<file path="src/design/acs_cfg.svh">
// Constants for the conversion sequencer: register offsets, field positions, reset values and timing.
// Assumes inclusion by bare name from the package and design files.
`ifndef ACS_CFG_SVH
`define ACS_CFG_SVH
`define ACS_ADDR_W        4
`define ACS_OFF_CTRL0     4'h0
`define ACS_OFF_CTRL1     4'h1
`define ACS_OFF_DATA_HI   4'h2
`define ACS_OFF_DATA_LO   4'h3
`define ACS_OFF_STATUS    4'h4
`define ACS_BIT_CEN       7
`define ACS_BIT_REFLO     6
`define ACS_BIT_REFOUT    5
`define ACS_BIT_CONTINUOUS_MODE      4
`define ACS_BIT_REFHI     1
`define ACS_CTRL0_RST     8'h00
`define ACS_REFHI_RST     1'b1
`define ACS_IDLE_CYC      160
`define ACS_PWRUP_CYC     40
`define ACS_CONV_CYC      5129
`define ACS_CONTINUOUS_MODE_CYC      256
`define ACS_RES_W         13
`endif

</file>
<file path="src/design/acs_pkg.sv">
// Types shared by the conversion sequencer files.
// Assumes acs_cfg.svh is on the include path.
`include "acs_cfg.svh"
package acs_pkg;
  // Sequencer states.
  typedef enum logic [1:0] {
    ACS_IDLE,
    ACS_PWRUP,
    ACS_CONV
  } acs_state_t;

  // Control fields written by software.
  typedef struct packed {
    logic       continuous_mode;
    logic       ref_output_en;
    logic [1:0] ref_level;
    logic [3:0] input_select;
  } acs_ctrl_t;
endpackage

</file>
<file path="src/design/acs_sequencer.sv">
// Conversion sequencer for a sigma-delta converter: control registers, power management and result capture.
// Assumes a register master on a plain strobe port and a modulator that presents its result when asked.
`timescale 1ns/1ps
`include "acs_cfg.svh"
module acs_sequencer #(
  parameter int RES_W   = `ACS_RES_W,
  parameter int TIMER_W = 13
) (
  input  wire logic                    sys_clk_in,
  input  wire logic                    rst_n_in,
  input  wire logic [`ACS_ADDR_W-1:0]  addr_in,
  input  wire logic [7:0]              wdata_in,
  input  wire logic                    wr_in,
  input  wire logic                    rd_in,
  input  wire logic [RES_W-1:0]        mod_result_in,
  output logic      [7:0]              rdata_out,
  output logic      [3:0]              input_select_out,
  output logic      [1:0]              ref_level_out,
  output logic                         ref_output_en_out,
  output logic                         analog_power_out,
  output logic                         converting_out,
  output logic                         conv_done_irq_out
);
  localparam logic [TIMER_W-1:0] PWRUP_LOAD = TIMER_W'(`ACS_PWRUP_CYC - 1);
  localparam logic [TIMER_W-1:0] CONV_LOAD  = TIMER_W'(`ACS_CONV_CYC - 1);
  localparam logic [TIMER_W-1:0] CONTINUOUS_MODE_LOAD  = TIMER_W'(`ACS_CONTINUOUS_MODE_CYC - 1);
  localparam logic [TIMER_W-1:0] IDLE_LOAD  = TIMER_W'(`ACS_IDLE_CYC - 1);

  acs_pkg::acs_ctrl_t  ctrl;          // Software control fields.
  acs_pkg::acs_state_t state;         // Sequencer state.
  logic                conversion_enable; // Enable bit as software sees it.
  logic                powered;       // Analog section powered.
  logic                first_done;    // First result of the current run already written.
  logic [7:0]          result_high_byte;  // Upper result byte.
  logic [7:0]          result_low_byte;   // Lower result byte.
  logic                timer_load;    // Reloads the shared delay counter.
  logic [TIMER_W-1:0]  timer_value;   // Value loaded into the counter.
  logic                timer_zero;    // Counter has run out.
  logic                start_wr;      // Software start request.
  logic                ctrl0_wr;      // Write to control register 0.
  logic                done;          // Conversion finishes this cycle.
  logic                continuous_mode_stop;     // Continuous run ended by software.

  initial begin
    if (RES_W != `ACS_RES_W || TIMER_W < 13) begin
      $error("acs_sequencer parameters out of range");
    end
  end

  // A start is a write of 1 to the enable bit; a 0 is ignored.
  assign ctrl0_wr = wr_in && (addr_in == `ACS_OFF_CTRL0);
  assign start_wr = ctrl0_wr && wdata_in[`ACS_BIT_CEN];
  assign done     = (state == acs_pkg::ACS_CONV) && timer_zero && !start_wr;
  // Only a run that has already produced a result is stopped by the mode bit.
  assign continuous_mode_stop = (state == acs_pkg::ACS_CONV) && first_done && !ctrl.continuous_mode && !start_wr;

  // Picks what the shared counter should load.
  always_comb begin
    timer_load  = 1'b0;
    timer_value = IDLE_LOAD;
    if (start_wr) begin
      timer_load  = 1'b1;
      timer_value = powered ? CONV_LOAD : PWRUP_LOAD;
    end else if (state == acs_pkg::ACS_PWRUP && timer_zero) begin
      timer_load  = 1'b1;
      timer_value = CONV_LOAD;
    end else if (done && ctrl.continuous_mode) begin
      timer_load  = 1'b1;
      timer_value = CONTINUOUS_MODE_LOAD;
    end else if (done) begin
      timer_load  = 1'b1;
      timer_value = IDLE_LOAD;
    end else if (continuous_mode_stop) begin
      timer_load  = 1'b1;
      timer_value = IDLE_LOAD;
    end
  end

  acs_timer #(
    .W (TIMER_W)
  ) u_timer (
    .sys_clk_in (sys_clk_in),
    .rst_n_in   (rst_n_in),
    .load_in    (timer_load),
    .value_in   (timer_value),
    .zero_out   (timer_zero)
  );

  // Control fields other than the enable bit.
  always_ff @(posedge sys_clk_in or negedge rst_n_in) begin
    if (!rst_n_in) begin
      ctrl.input_select    <= 4'h0;
      ctrl.continuous_mode <= 1'b0;
      ctrl.ref_output_en   <= 1'b0;
      ctrl.ref_level       <= {`ACS_REFHI_RST, 1'b0};
    end else if (ctrl0_wr) begin
      ctrl.input_select    <= wdata_in[3:0];
      ctrl.continuous_mode <= wdata_in[`ACS_BIT_CONTINUOUS_MODE];
      ctrl.ref_output_en   <= wdata_in[`ACS_BIT_REFOUT];
      ctrl.ref_level[0]    <= wdata_in[`ACS_BIT_REFLO];
    end else if (wr_in && addr_in == `ACS_OFF_CTRL1) begin
      ctrl.ref_level[1]    <= wdata_in[`ACS_BIT_REFHI];
    end
  end

  // Enable bit: set by a start, cleared by hardware at the first result.
  always_ff @(posedge sys_clk_in or negedge rst_n_in) begin
    if (!rst_n_in) begin
      conversion_enable <= 1'b0;
    end else if (start_wr) begin
      conversion_enable <= 1'b1;
    end else if (done) begin
      conversion_enable <= 1'b0;
    end
  end

  // Sequencer states; a start always wins and restarts.
  always_ff @(posedge sys_clk_in or negedge rst_n_in) begin
    if (!rst_n_in) begin
      state <= acs_pkg::ACS_IDLE;
    end else if (start_wr) begin
      state <= powered ? acs_pkg::ACS_CONV : acs_pkg::ACS_PWRUP;
    end else begin
      unique case (state)
        acs_pkg::ACS_IDLE: begin
          state <= acs_pkg::ACS_IDLE;
        end
        acs_pkg::ACS_PWRUP: begin
          if (timer_zero) begin
            state <= acs_pkg::ACS_CONV;
          end
        end
        acs_pkg::ACS_CONV: begin
          // A continuous run that has produced a result stops at once when software clears the mode bit.
          if (continuous_mode_stop) begin
            state <= acs_pkg::ACS_IDLE;
          end else if (done && !ctrl.continuous_mode) begin
            state <= acs_pkg::ACS_IDLE;
          end else begin
            state <= acs_pkg::ACS_CONV;
          end
        end
        default: begin
          state <= acs_pkg::ACS_IDLE;
        end
      endcase
    end
  end

  // Tracks whether a continuous run has produced its first result.
  always_ff @(posedge sys_clk_in or negedge rst_n_in) begin
    if (!rst_n_in) begin
      first_done <= 1'b0;
    end else if (start_wr) begin
      first_done <= 1'b0;
    end else if (done) begin
      first_done <= 1'b1;
    end
  end

  // Power: on when a request arrives, off after the idle count runs out.
  always_ff @(posedge sys_clk_in or negedge rst_n_in) begin
    if (!rst_n_in) begin
      powered <= 1'b0;
    end else if (start_wr || state != acs_pkg::ACS_IDLE) begin
      powered <= 1'b1;
    end else if (timer_zero) begin
      powered <= 1'b0;
    end
  end

  // Result capture; low byte keeps result bits 4:0 in 7:3 and zeros in 2:0.
  always_ff @(posedge sys_clk_in or negedge rst_n_in) begin
    if (!rst_n_in) begin
      result_high_byte <= 8'h00;
      result_low_byte  <= 8'h00;
    end else if (done) begin
      result_high_byte <= mod_result_in[RES_W-1 -: 8];
      result_low_byte  <= {mod_result_in[4:0], 3'h0};
    end
  end

  // Interrupt pulse in the cycle the result is written; also for continuous results after the enable bit has cleared.
  always_ff @(posedge sys_clk_in or negedge rst_n_in) begin
    if (!rst_n_in) begin
      conv_done_irq_out <= 1'b0;
    end else begin
      conv_done_irq_out <= done;
    end
  end

  // Register outputs toward the analog section.
  always_ff @(posedge sys_clk_in or negedge rst_n_in) begin
    if (!rst_n_in) begin
      input_select_out  <= 4'h0;
      ref_level_out     <= 2'h0;
      ref_output_en_out <= 1'b0;
      analog_power_out  <= 1'b0;
      converting_out    <= 1'b0;
    end else begin
      input_select_out  <= ctrl.input_select;
      ref_level_out     <= ctrl.ref_level;
      ref_output_en_out <= ctrl.ref_output_en;
      analog_power_out  <= powered || start_wr;
      converting_out    <= (state == acs_pkg::ACS_CONV) && !done;
    end
  end

  // Read data in the cycle after the read strobe; unmapped reads return zero.
  always_ff @(posedge sys_clk_in or negedge rst_n_in) begin
    if (!rst_n_in) begin
      rdata_out <= 8'h00;
    end else if (rd_in) begin
      unique case (addr_in)
        `ACS_OFF_CTRL0: begin
          rdata_out <= {conversion_enable, ctrl.ref_level[0], ctrl.ref_output_en,
                        ctrl.continuous_mode, ctrl.input_select};
        end
        `ACS_OFF_CTRL1: begin
          rdata_out <= {6'h00, ctrl.ref_level[1], 1'b0};
        end
        `ACS_OFF_DATA_HI: begin
          rdata_out <= result_high_byte;
        end
        `ACS_OFF_DATA_LO: begin
          rdata_out <= result_low_byte;
        end
        `ACS_OFF_STATUS: begin
          rdata_out <= {5'h00, first_done, powered, state != acs_pkg::ACS_IDLE};
        end
        default: begin
          rdata_out <= 8'h00;
        end
      endcase
    end else begin
      rdata_out <= 8'h00;
    end
  end

  // Conversion length from entry into the conversion state to the completion cycle.
  logic [TIMER_W-1:0] conv_age;  // Cycles since the last conversion began.
  always_ff @(posedge sys_clk_in or negedge rst_n_in) begin
    if (!rst_n_in) begin
      conv_age <= '0;
    end else if (state != acs_pkg::ACS_CONV || done || start_wr) begin
      conv_age <= '0;
    end else begin
      conv_age <= conv_age + 1'b1;
    end
  end

  single_len_a: assert property (@(posedge sys_clk_in) disable iff (!rst_n_in)
    (done && !first_done) |-> (conv_age == CONV_LOAD))
    else $error("first conversion length wrong");

  continuous_mode_len_a: assert property (@(posedge sys_clk_in) disable iff (!rst_n_in)
    (done && first_done) |-> (conv_age == CONTINUOUS_MODE_LOAD))
    else $error("continuous period wrong");

  irq_pulse_a: assert property (@(posedge sys_clk_in) disable iff (!rst_n_in)
    done |=> (conv_done_irq_out && ({result_high_byte, result_low_byte[7:3]} == $past(mod_result_in))))
    else $error("interrupt not with result");

  cen_clear_a: assert property (@(posedge sys_clk_in) disable iff (!rst_n_in)
    (done && !start_wr) |=> !conversion_enable)
    else $error("enable not cleared at end");

  cen_zero_a: assert property (@(posedge sys_clk_in) disable iff (!rst_n_in)
    (ctrl0_wr && !wdata_in[`ACS_BIT_CEN] && !done) |=> conversion_enable == $past(conversion_enable))
    else $error("zero write changed enable");

  pwrup_a: assert property (@(posedge sys_clk_in) disable iff (!rst_n_in)
    (start_wr && !powered) |=> (state == acs_pkg::ACS_PWRUP) [*8])
    else $error("power-up skipped");

  single_stop_a: assert property (@(posedge sys_clk_in) disable iff (!rst_n_in)
    (done && !ctrl.continuous_mode && !start_wr) |=> state == acs_pkg::ACS_IDLE)
    else $error("single shot did not stop");

  irq_idle_a: assert property (@(posedge sys_clk_in) disable iff (!rst_n_in)
    (state == acs_pkg::ACS_IDLE) |=> !conv_done_irq_out)
    else $error("interrupt while disabled");

  // The checks below guard the completion pulse and the start, stop and power paths.
  // Each one looks one cycle ahead of the event that it watches.

  // The completion pulse never lasts more than one cycle.
  irq_once_a: assert property (@(posedge sys_clk_in) disable iff (!rst_n_in)
    conv_done_irq_out |=> !conv_done_irq_out)
    else $error("interrupt pulse too long");

  // A start while powered restarts the count from zero.
  restart_a: assert property (@(posedge sys_clk_in) disable iff (!rst_n_in)
    (start_wr && powered) |=> (state == acs_pkg::ACS_CONV && conv_age == '0))
    else $error("restart did not begin anew");

  // Clearing the mode bit ends a continuous run at once after its first result.
  continuous_mode_stop_a: assert property (@(posedge sys_clk_in) disable iff (!rst_n_in)
    continuous_mode_stop |=> (state == acs_pkg::ACS_IDLE))
    else $error("continuous run not stopped");

  // A start sets the enable bit that software reads back.
  cen_set_a: assert property (@(posedge sys_clk_in) disable iff (!rst_n_in)
    start_wr |=> conversion_enable)
    else $error("enable not set by start");

  // The enable bit stays up while a first conversion is under way.
  cen_hold_a: assert property (@(posedge sys_clk_in) disable iff (!rst_n_in)
    (state != acs_pkg::ACS_IDLE && conversion_enable && !done) |=> conversion_enable)
    else $error("enable dropped early");

  // A start always powers the analog section.
  wake_a: assert property (@(posedge sys_clk_in) disable iff (!rst_n_in)
    start_wr |=> powered)
    else $error("start did not wake converter");

  // The section powers down once the idle count runs out.
  power_off_a: assert property (@(posedge sys_clk_in) disable iff (!rst_n_in)
    (state == acs_pkg::ACS_IDLE && powered && timer_zero && !start_wr) |=> !powered)
    else $error("idle power-down missed");
endmodule

</file>
<file path="src/design/acs_timer.sv">
// Down counter used for the power-up, conversion and idle delays.
// Assumes a single synchronous clock and an asynchronous active-low reset.
`timescale 1ns/1ps
module acs_timer #(
  parameter int W = 13
) (
  input  wire logic         sys_clk_in,
  input  wire logic         rst_n_in,
  input  wire logic         load_in,
  input  wire logic [W-1:0] value_in,
  output logic              zero_out
);
  logic [W-1:0] count;  // Remaining cycles.

  initial begin
    if (W < 2) begin
      $error("acs_timer width too small");
    end
  end

  // Loads a new value or counts down to zero and holds.
  always_ff @(posedge sys_clk_in or negedge rst_n_in) begin
    if (!rst_n_in) begin
      count <= '0;
    end else if (load_in) begin
      count <= value_in;
    end else if (count != '0) begin
      count <= count - 1'b1;
    end
  end

  // Flags a spent count.
  always_ff @(posedge sys_clk_in or negedge rst_n_in) begin
    if (!rst_n_in) begin
      zero_out <= 1'b1;
    end else if (load_in) begin
      zero_out <= (value_in == '0);
    end else begin
      zero_out <= (count <= {{(W-1){1'b0}}, 1'b1});
    end
  end
endmodule

</file>
<file path="config.mk">
export PLATFORM = sky130hd
export DESIGN_NAME = acs_sequencer
export DESIGN_NICKNAME = d
export VERILOG_FILES = /design/src/design/acs_pkg.sv /design/src/design/acs_sequencer.sv /design/src/design/acs_timer.sv
export VERILOG_INCLUDE_DIRS = /design/src /design/src/design
export SDC_FILE = /design/constraint.sdc
export NUM_CORES = 1
export LEC_CHECK = 0
export ABC_AREA = 1
export BUFFER_PORTS_ARGS = -buffer_cell sky130_fd_sc_hd__buf_2
export CORE_MARGIN = 2
export CORE_UTILIZATION = 45
export CTS_CLUSTER_SIZE = 8
export DETAILED_ROUTE_END_ITERATION = 8
export PLACE_DENSITY = 0.66
export SYNTH_ARGS = -nofsm -noshare
export SYNTH_HDL_FRONTEND = slang
export SYNTH_SLANG_ARGS = --single-unit
</file>
<file path="constraint.sdc">
create_clock -name sys_clk_in -period 2.2 [get_ports sys_clk_in]
set_input_delay 0.44 -clock sys_clk_in [delete_from_list [all_inputs] [get_ports sys_clk_in]]
set_output_delay 0.44 -clock sys_clk_in [all_outputs]
set_load 0.005 [all_outputs]
</file>
# == Word-level counts from Yosys, hierarchy flattened ==
# Index checks and enable logic that the tools add are counted.
# op_classes
n_mux,26
eq_ne,7
magnitude_cmp,1
bitwise,1
addsub,1
reduce_logical,25
# ops
op,count
$mux 13,5
$pmux 8 s5,1
$le 13x1->1 const B,1
$logic_not 13->1,1
$reduce_bool 13->1,1
$sub 13x1->13 const B,1
$logic_and 1x1->1,12
$mux 1,12
$mux 2,5
$eq 4x2->1 const B,2
$mux 8,1
$reduce_bool 2->1,4
$mux 7,1
$eq 4x1->1 const B,1
$eq 4x3->1 const B,1
$logic_not 4->1,1
$pmux 2 s2,1
$logic_not 1->1,3
$ne 3x2->1 const B,1
$eq 2x1->1 const B,1
$eq 2x2->1 const B,1
$logic_or 1x1->1,2
$reduce_and 2->1,1
$not 1->1,1
# totals
word_cells,81
inputBits,29
output_inout_bits,18
ff_bits,58

# == Logic depth before layout (Yosys ltp) ==
# Gate-level depths: netlist (run 1).
# logic_depth
ltp_word,11
ltp_mapped,11
ltp_nobuf,11

# == Cells and area by module ==
# Synthesis (run 1) repeated with hierarchy kept, for this count alone.
# hier_totals
cells_unflattened,362
area_unflattened_um2,2944.1
# by_module_without_submodules
mod,instances,cells_per_inst,area_each_um2,seq_area_each_um2
acs_sequencer,1,205,1925.6,1102.3
acs_timer,1,157,1018.5,351.6

# == Worst setup path before layout (run 1) ==
# No wires, ideal clock.
# synth_path
path_type,reg2reg
from,register state[0]
to,register u_timer.count[5]
period_less_slack_ns,1.582
setup_time_ns,0.113
arrival_ns,1.468
slack_ns,0.618
n_path_buf,0
path_stages_with_launch,12
path_cell_list,dfrtp_1 inv_1 ha_1 inv_1 nor3_1 nand2_4 nand2_2 clkinv_1 nand2_1 nand3_1 nand2_1 inv_1
# synth_via
elab_chain_len,10
# synth_lines
item,line_no,rtl
from (decl),acs_sequencer.sv:30,acs_pkg::acs_state_t state;
from (signal assigned),acs_sequencer.sv:120,state <= acs_pkg::ACS_IDLE;
from (signal assigned),acs_sequencer.sv:122,state <= powered ? acs_pkg::ACS_CONV : acs_pkg::ACS_PWRUP;
from (signal assigned),acs_sequencer.sv:126,state <= acs_pkg::ACS_IDLE;
$eq 2x2->1,"acs_sequencer.sv:53, acs_sequencer.sv:55",
$logic_and 1x1->1 (3 in a row),acs_sequencer.sv:55,assign continuous_mode_stop = (state == acs_pkg::ACS_CONV) && first_done && !ctrl.continuous_mode && !start_wr ...
$mux 1,acs_sequencer.sv:73,end else if (continuous_mode_stop) begin
$mux 1,acs_sequencer.sv:70,end else if (done) begin
$mux 1,acs_sequencer.sv:67,end else if (done && ctrl.continuous_mode) begin
$mux 1,acs_sequencer.sv:64,end else if (state == acs_pkg::ACS_PWRUP && timer_zero) begin
$mux 1,acs_sequencer.sv:61,if (start_wr) begin
$mux 13 or $reduce_bool 2->1 (tied branches),n/a,
to (signal assigned),acs_timer.sv:26,count <= value_in;
to (signal assigned),acs_timer.sv:28,count <= count - 1'b1;
to (decl),acs_timer.sv:13,logic [W-1:0] count;
# Several ways; a longest one is shown, not always the timed one.
# A chain may end at the register's enable or synchronous reset.

# == Worst setup path in the final report (run 1) ==
# layout_path
from,register state[0]
to,register u_timer.count[3]
# The elaborated chain is that of the path after synthesis.

==> impl_metrics.ini, run 1 <==
[outcome]
status = completed

[finish]
fin_util = 0.5520
drive_gt1_frac = 0.2391
syn_to_final_growth_pct = 19.33
final_area_mm2 = 0.003229
final_common_cell = nand2_1
fillers = 524
layout_common_cells = nand2_1 (103), dfrtp_1 (56), buf_2 (46)
fin_nets = 397
finalNonFillerCells = 443
antenna_cells = 0

[power_and_ir_drop]
p_int_mw = 2.189
max-vdd-ir-drop_v = 0.0005130
switching_power_mw = 0.9181
p_sw_frac = 0.2955
pwr-share-comb = 0.209
fin_total_pwr_mw = 3.107
p_per_area_mw_per_mm2 = 962.1
leakagePower_nw = 1.725
clkPwrFrac = 0.333
seqPwrFrac = 0.459

[place]
place_ws_ns = 0.4082
place_congestion = 0.8939
dp_hpwl_um = 4091
dp_cells = 427
dpl-instance-area_mm2 = 0.003025
numPortBuffers = 46

[yosys]
seq_area_frac_synth = 0.5372
yosysWarningCount = 0
ys_types = 32
syn_nets = 342
yosys_register_bits = 58
syn_area_mm2 = 0.002706
avgSynthCellArea_um2 = 8.787
netlist_instances = 308

[clock_network]
cts_buffers = 9
cts.clk_slew.worst_paths_ns = 0.07
cts-root-buf = clkbuf_8
htreeDepth = 3
cts_tree = built
cts-hold-fix-buffers = 0
cts_sinks = 58
cts_setup_buffers = 0
clk_latency_ns = 0.34
clk_path_buf_depth = 2
post_cts_resized = 0

[global_routing]
grt_use_total = 0.1932
grt_pass1_vias = 2066
grt_max_degree = 35
antenna_found_initial = 0
grt_first_pass_wirelength_um = 9535
grt_remaining_overflow = 0

[timing]
max_slew_margin = 0.6151
tightest_slew_ns = 0.5773
clock_skew_ns = 0.007696
finalHoldViolCount = 0
finalCriticalPeriod_ns = 1.828
setup_viol = 0
slew_viol_final = 0
grt_setup_unrepaired = false
fin_hold_ws_ns = 0.08950
layout_setup_ws_ns = 0.3717
period_share = 0.8310
setup-tns-final_ns = 0
fmax_ghz = 0.5470

[floorplan]
die_area_mm2 = 0.006650
die_w_um = 81.55
core.rowCount = 28
die_h_um = 81.55
start_util = 0.4626
num_io_pins = 47
core_area_mm2 = 0.005851

[worst_setup_path]
cp.arrival_ns = 2.03
path_class = flop to flop
cp.required_ns = 2.40
cp-start-kind = flop
crit_path_end_kind = flop
crit_path_max_fanout = 10

[route]
drt-pass1-iter-count = 4
drt_iter0_markers = 120
drt_wl_total_um = 5529
antenna_left = 0
vias_per_cell = 4.763
drcViolationCount = 0
route.vias.total = 2110
wl_per_cell_um = 12.48

[run]
cap_violations = 0

[worst_hold_path]
hp-class = primary input to asynchronous set/reset pin
-- registers in the layout, indices dropped and copies added (netlist names) --
register           cells
u_timer.count         13
ctrl                   8
rdata_out              8
result_high_byte       8
result_low_byte        5
input_select_out       4
ref_level_out          2
state                  2
analog_power_out       1
conv_done_irq_out      1
conversion_enable      1
converting_out         1
first_done             1
powered                1
ref_output_en_out      1
u_timer.zero_out       1
-- Yosys cell counts --
cell | n | area [um^2]
dfrtp_1 | 56 | 1401
nand2_2 | 4 | 25.02
mux2_2 | 5 | 56.30
inv_4 | 1 | 6.260
ha_1 | 5 | 62.56
xor2_1 | 3 | 26.28
nor2_4 | 4 | 45.04
nand4_2 | 1 | 12.51
nor2_1 | 13 | 48.80
a21oi_1 | 11 | 55.05
dfstp_2 | 2 | 52.55
buf_6 | 2 | 22.52
a31oi_1 | 1 | 6.260
nand2_4 | 2 | 22.52
nor3_1 | 4 | 20.02
o211ai_1 | 5 | 37.54
nand4_1 | 4 | 25.02
clkinv_1 | 1 | 3.750
o21a_1 | 2 | 15.01
nand3_2 | 1 | 10.01
nand2_1 | 103 | 386.6
xnor2_1 | 2 | 17.52
o2111a_1 | 1 | 11.26
o21ai_0 | 8 | 40.04
buf_4 | 1 | 7.510
inv_1 | 39 | 146.4
nor3_2 | 1 | 10.01
nand3_1 | 16 | 80.08
inv_2 | 2 | 7.510
buf_2 | 2 | 10.01
nor2_2 | 4 | 25.02
o21ai_1 | 2 | 10.01
-- power by group through the flow --
stage               logic (mW)  registers (mW)  clock network [mW]
floorplan                0.454            1.42                   0
global placement         0.634            1.44                   0
detailed placement       0.644            1.44                   0
CTS                      0.656            1.43                1.06
global route             0.758            1.45                1.12
finish                   0.648            1.43                1.03
-- cell families after synthesis --
group | synth area share
buffers and inverters | 0.07536
adders and majority gates | 0.02312
muxes | 0.02080
xor gates and xnor gates | 0.01618
AOI/OAI and AO/OA | 0.06473
and+or+nand+nor | 0.2626
DFF | 0.5372
-- final timing paths --
path | startpoint | endpoint | slack, ns | cells after the start
max reg2reg | state[0] | u_timer.count[3] | 0.37 | 9
max | state[0] | u_timer.count[3] | 0.37 | 9
max in group asynchronous | rst_n_in | u_timer.zero_out | 1.46 | 2
min in group sys_clk_in | mod_result_in[9] | result_high_byte[4] | 0.29 | 3
min | rst_n_in | result_low_byte[6] | 0.09 | 1
min reg2reg | ctrl[4] | ref_level_out[0] | 0.41 | 0
-- metal layers --
metal  GRT usage  share of wire  vias to the layer above
met2      0.2820           0.45                       41
met4     0.08814          0.018                        0
li1            -              -                     1077
met3     0.05275          0.050                        7
met5           0              0                        -
met1      0.2678           0.48                      985
-- layout make-up --
class | count | area, um^2 | area share
repair buffers | 49 | 265.3 | 0.08214
clock inverters | 3 | 65.06 | 0.02015
multi-input cells | 202 | 1049 | 0.3247
well taps | 75 | 93.84 | 0.02906
flip-flops and latches | 58 | 1454 | 0.4502
inverters | 43 | 163.9 | 0.05076
clock buffers | 13 | 138.9 | 0.04301
-- critical path, cell delays in order (launching register included) --
cell and delay, ns:
dfrtp_1 0.38, inv_1 0.10, ha_1 0.20, inv_1 0.07, nor3_1 0.29, nand2_4 0.08
nand2_2 0.08, clkinv_1 0.21, o21ai_0 0.17, a21oi_1 0.11
(Power assumes the default switching activity.)
==> inputs of run 2 (changes only) <==
Settings changed: PLACE_DENSITY 0.66 to 0.69.
Clock period 2.2 ns to 1.5 ns, I/O delays scaled along.
==> run 2 against run 1 <==
Effect of this change: the flow now finishes with violations (negative setup slack); register-to-register slack got worse by 0.41 ns; via count rose by 8.8%; clock skew rose by 0.0035 ns; setup slack got worse by 0.41 ns; core utilization rose by 9.1 points; sequential power rose by 46%; critical endpoint is now u_timer.count[0]; largest cell class unchanged.
==> impl_metrics.ini, run 2 (synthesis results as in run 1) <==
[outcome]
status = finished, violations left
violations = negative setup slack

[place]
place_congestion = 0.8474
dpl-instance-area_mm2 = 0.003241
dp_hpwl_um = 4229
numPortBuffers = 46

[floorplan]
start_util = 0.4626
die_area_mm2 = 0.006650
core.rowCount = 28
num_io_pins = 47
core_area_mm2 = 0.005851
die_w_um = 81.55
die_h_um = 81.55

[power_and_ir_drop]
p_per_area_mw_per_mm2 = 1398
seqPwrFrac = 0.397
leakagePower_nw = 2.039
p_sw_frac = 0.3052
pwr-share-comb = 0.287
switching_power_mw = 1.605
p_int_mw = 3.654
max-vdd-ir-drop_v = 0.0007431
clkPwrFrac = 0.317

[global_routing]
gr-usage-met1 = 0.2658
busiest_layer = met2
met3_usage = 0.04725
grt_util_met2 = 0.3082
grt_remaining_overflow = 0
grt_first_pass_wirelength_um = 9880
grt_use_total = 0.2007
antenna_found_initial = 0
grt_max_degree = 59
grt_pass1_vias = 2217

[finish]
drive_gt1_frac = 0.3976
final_common_cell = nand2_1
fin_util = 0.6431
layout_common_cells = nand2_1 (96), dfrtp_1 (55), buf_2 (46)
fin_nets = 439
syn_to_final_growth_pct = 39.02
regMostFlops = u_timer.count
antenna_cells = 0
largest_reg_flops = 13
final_area_mm2 = 0.003762

[timing]
setup_viol = 5
layout_setup_ws_ns = -0.03814
finalCriticalPeriod_ns = 1.538
period_share = 1.025
tightest_slew_ns = 0.2976
slew_viol_final = 0
fin_hold_ws_ns = 0.1528
clock_skew_ns = 0.01119
grt_setup_unrepaired = true
fmax_ghz = 0.6501
max_slew_margin = 0.8016
finalHoldViolCount = 0

[worst_setup_path]
path_class = flop to flop
r2r_slack_ns = -0.04
worst_path_max_delay_cell = dfrtp_1
crit_chain = inv_2 -> ha_4 -> inv_4 -> nor3_4 -> nand2_4 -> nand2_4 -> buf_8 -> buf_6 -> o21ai_1 -> nand2_1 -> nand2_1
cp.arrival_ns = 1.76
crit_path_max_fanout = 6
cp-start-kind = flop
cp.required_ns = 1.72
critPathMaxStageDelay_ns = 0.40
crit_path_end_kind = flop

[worst_hold_path]
hp-class = primary input to flop

[clock_network]
cts_buffers = 9
cts_sinks = 58
htreeDepth = 3
cts.clk_slew.worst_paths_ns = 0.07
clk_latency_ns = 0.34
clk_path_buf_depth = 2
cts-root-buf = clkbuf_8
cts_tree = built

[route]
antenna_left = 0
vias_per_cell = 4.734
drcViolationCount = 0
drt-pass1-iter-count = 4
drt_iter0_markers = 122
route.vias.total = 2296
wl_per_cell_um = 13.12
drt_wl_total_um = 6364

[run]
cap_violations = 0
run 2: changes by cell type in the layout (fill, tap and decap cells not counted), sizes merged:
cell	before	now
buf	49	90
clkbuf	13	12
clkinvlp	0	1
dlygate4sd3	0	1
run 2: routing by layer:
layer | wire [um] | vias up | share of wire
met2 | 3045 | 64 | 0.48
met5 | 0 | - | 0
met4 | 171 | 0 | 0.027
met3 | 364 | 19 | 0.057
met1 | 2782 | 1050 | 0.44
li1 | - | 1163 | -
run 2: power by group through the flow:
stage               Combinational [mW]  Sequential (mW)  Clock [mW]
CTS                               1.22             2.07        1.68
finish                            1.51             2.09        1.67
global placement                  1.13             2.08           0
detailed placement                1.16             2.09           0
global route                      1.67             2.13        1.75
floorplan                        0.667             2.08           0
run 2: critical path, delay by kind of cell (launching register included):
kind / cells / cell delay [ns]
and+or+nand+nor: 5 / 0.43
DFF: 1 / 0.40
buffers and inverters: 4 / 0.38
adders and majority gates: 1 / 0.17
AOI/OAI and AO/OA: 1 / 0.05
run 2: cell type report:
| class | count | area [um^2] |
|---|---|---|
| clock buffers | 12 | 165.2 |
| clock inverters | 4 | 72.57 |
| fillers | 477 | 2088 |
| inverters | 43 | 171.4 |
| multi-input cells | 202 | 1195 |
| flip-flops and latches | 58 | 1455 |
| well taps | 75 | 93.84 |
| repair buffers | 91 | 609.3 |
run 2: per-stage QoR:
step | TNS, ns | worst slack (ns) | cells | total power, mW
floorplan | 0 | 0.01075 | 308 | 2.745
global placement | -0.2502 | -0.08111 | 455 | 3.210
detailed placement | -1.370 | -0.1921 | 455 | 3.248
CTS | -0.03096 | -0.02035 | 476 | 4.975
global route | -0.9357 | -0.1165 | 485 | 5.552
finish | -0.06268 | -0.03814 | 485 | 5.259
run 2: path summary, 6_finish.rpt:
path | cells past startpoint | to | start
min reg2reg | 0 | input_select_out[3] | ctrl[3]
max | 11 | u_timer.count[0] | state[0]
min | 3 | result_high_byte[3] | mod_result_in[8]
min in group asynchronous | 3 | ref_level_out[0] | rst_n_in
max reg2reg | 11 | u_timer.count[0] | state[0]
max in group asynchronous | 3 | u_timer.zero_out | rst_n_in
run 2: timing repair:
item | CTS | global route
cloned | 0 | 0
hold endpoints to repair | 56 | 0
gates resized for setup | 21 | 33
pin swaps | 8 | 22
hold buffers | 1 | 0
setup buffers | 4 | 9
endpoints found under the setup margin | 13 | 15
==> inputs of run 3 (changes only) <==
Settings changed: CORE_UTILIZATION 45 to 50, PLACE_DENSITY 0.69 to 0.75.
==> run 3 against run 2 <==
Effect of this change: combinational power shrank 9%; non-clock buffer count shrank 6; die area shrank 9.5%; cell count shrank 2.3%; highest routed layer unchanged; largest cell class unchanged; the flow still finishes with violations (negative setup slack); largest power group unchanged.
==> impl_metrics.ini, run 3 (synthesis results as in run 1) <==
[route]
antenna_left = 0
drt-pass1-iter-count = 5
drt_iter0_markers = 123
route.vias.total = 2393
drt_wl_total_um = 6217
wl_per_cell_um = 13.12
drcViolationCount = 0
vias_per_cell = 5.049

[worst_setup_path]
rr_startpoint = state[1]
cp.required_ns = 1.72
crit_chain = ha_4 -> nand2_2 -> nand3_1 -> inv_2 -> nand2_4 -> buf_6 -> nor2_4 -> a21oi_1
critPathBufInv = 2
crit_start = state[1]
worst_path_max_delay_cell = dfrtp_1
cp-start-kind = flop
r2r_slack_ns = -0.06
crit_path_max_fanout = 6
crit_path_end_kind = flop
cp.arrival_ns = 1.78
path_class = flop to flop
crit_family = simple AND/OR/NAND/NOR gates
critPathMaxStageDelay_ns = 0.43

[place]
place_ws_ns = -0.2314
dp_cells = 448
place_congestion = 0.8740
dp_hpwl_um = 4197
numPortBuffers = 46
dpl-instance-area_mm2 = 0.003219

[global_routing]
antenna_found_initial = 0
grt_use_total = 0.2229
grt_first_pass_wirelength_um = 10590
grt_remaining_overflow = 0
grt_pass1_vias = 2345
grt_max_degree = 59

[finish]
finalNonFillerCells = 474
final_area_mm2 = 0.003637
multi_input_area_mm2 = 0.001177
syn_to_final_growth_pct = 34.40
fin_util = 0.7032
regMostFlops = u_timer.count
final-seq-area_mm2 = 0.001454
largest_reg_flops = 13
fin_nets = 433
drive_gt1_frac = 0.3812
final_common_cell = nand2_1
layout_common_cells = nand2_1 (97), dfrtp_1 (56), buf_2 (47)
fillers = 379
antenna_cells = 0

[floorplan]
core.rowCount = 26
die_area_mm2 = 0.006017
die_h_um = 77.57
core_area_mm2 = 0.005172
num_io_pins = 47
die_w_um = 77.57
start_util = 0.5232

[timing]
setup_viol = 8
setup-tns-final_ns = -0.3713
period_share = 1.040
finalCriticalPeriod_ns = 1.560
fin_hold_ws_ns = 0.1622
fmax_ghz = 0.6411
grt_setup_unrepaired = true
clock_skew_ns = 0.01063
layout_setup_ws_ns = -0.05994
slew_viol_final = 0
max_slew_margin = 0.7907
finalHoldViolCount = 0
tightest_slew_ns = 0.3140

[clock_network]
cts.clk_slew.worst_paths_ns = 0.07
cts_tree = built
htreeDepth = 3
cts_buffers = 9
clk_latency_ns = 0.34
cts_sinks = 58
clk_path_buf_depth = 2
cts-root-buf = clkbuf_8

[outcome]
status = finished, violations left
violations = negative setup slack

[run]
cap_violations = 0

[power_and_ir_drop]
max-vdd-ir-drop_v = 0.0007954
fin_total_pwr_mw = 4.932
leakagePower_nw = 1.924
p_per_area_mw_per_mm2 = 1356

[worst_hold_path]
hp-start = mod_result_in[4]
hp-class = primary input to flop
==> run 3: cell count changes in the layout (fill, tap and decap cells not counted), moves of 2 or more <==
cell / previous run / this run
nand2_4: 7 / 3
buf_4: 37 / 34
buf_6: 5 / 2
clkbuf_8: 12 / 10
clkinvlp_4: 1 / 3
inv_1: 30 / 32
inv_2: 10 / 8
nand2_2: 6 / 8
==> run 3: layout make-up <==
cell class | count | share of cell area
Clock inverter | 6 | 0.01823
Clock buffer | 10 | 0.03784
Inverter | 43 | 0.04713
Tap cell | 70 | 0.02408
Multi-Input combinational cell | 202 | 0.3237
Timing Repair Buffer | 85 | 0.1493
Sequential cell | 58 | 0.3997
==> run 3: worst paths after layout <==
kind | to | cells past startpoint
worst max-delay path | u_timer.count[3] | 8
worst min-delay path | result_low_byte[7] | 3
worst max register to register | u_timer.count[3] | 8
worst min register to register | input_select_out[2] | 0
max in group asynchronous | u_timer.zero_out | 3
min in group asynchronous | result_low_byte[5] | 3
==> run 3: timing repair <==
| action | CTS | global route |
|---|---|---|
| endpoints found under the setup margin | 26 | 27 |
| gates cloned | 1 | 0 |
| resized for setup | 13 | 27 |
| endpoints found under the hold margin | 56 | 0 |
| setup buffers | 1 | 7 |
| hold buffers | 1 | 0 |
| pin swaps | 8 | 15 |
==> run 3: worst register-to-register path, delay by kind of cell (launching register included) <==
| family | cells | cell delay, ns |
|---|---|---|
| AND/OR/NAND/NOR | 4 | 0.52 |
| flip-flops | 1 | 0.43 |
| buffers and inverters | 2 | 0.24 |
| adder cells (fa/ha/maj) | 1 | 0.20 |
| AO/OA/AOI/OAI | 1 | 0.07 |
==> run 3: layer usage <==
layer  vias to the layer above  part of all wire  GRT usage
li1                       1153                 -          -
met1                      1131              0.45     0.3154
met2                        95              0.48     0.3365
met3                        14             0.053    0.04070
met4                         0             0.020    0.09821
met5                         -                 0          0
==> run 3: report_power, final <==
group / leakage (nW) / switching, mW / total (mW) / internal [mW]
combinational: 1.12 / 0.733 / 1.37 / 0.637
clock: 0.0945 / 0.651 / 1.46 / 0.811
sequential: 0.706 / 0.222 / 2.10 / 1.88
total: 1.92 / 1.61 / 4.93 / 3.33
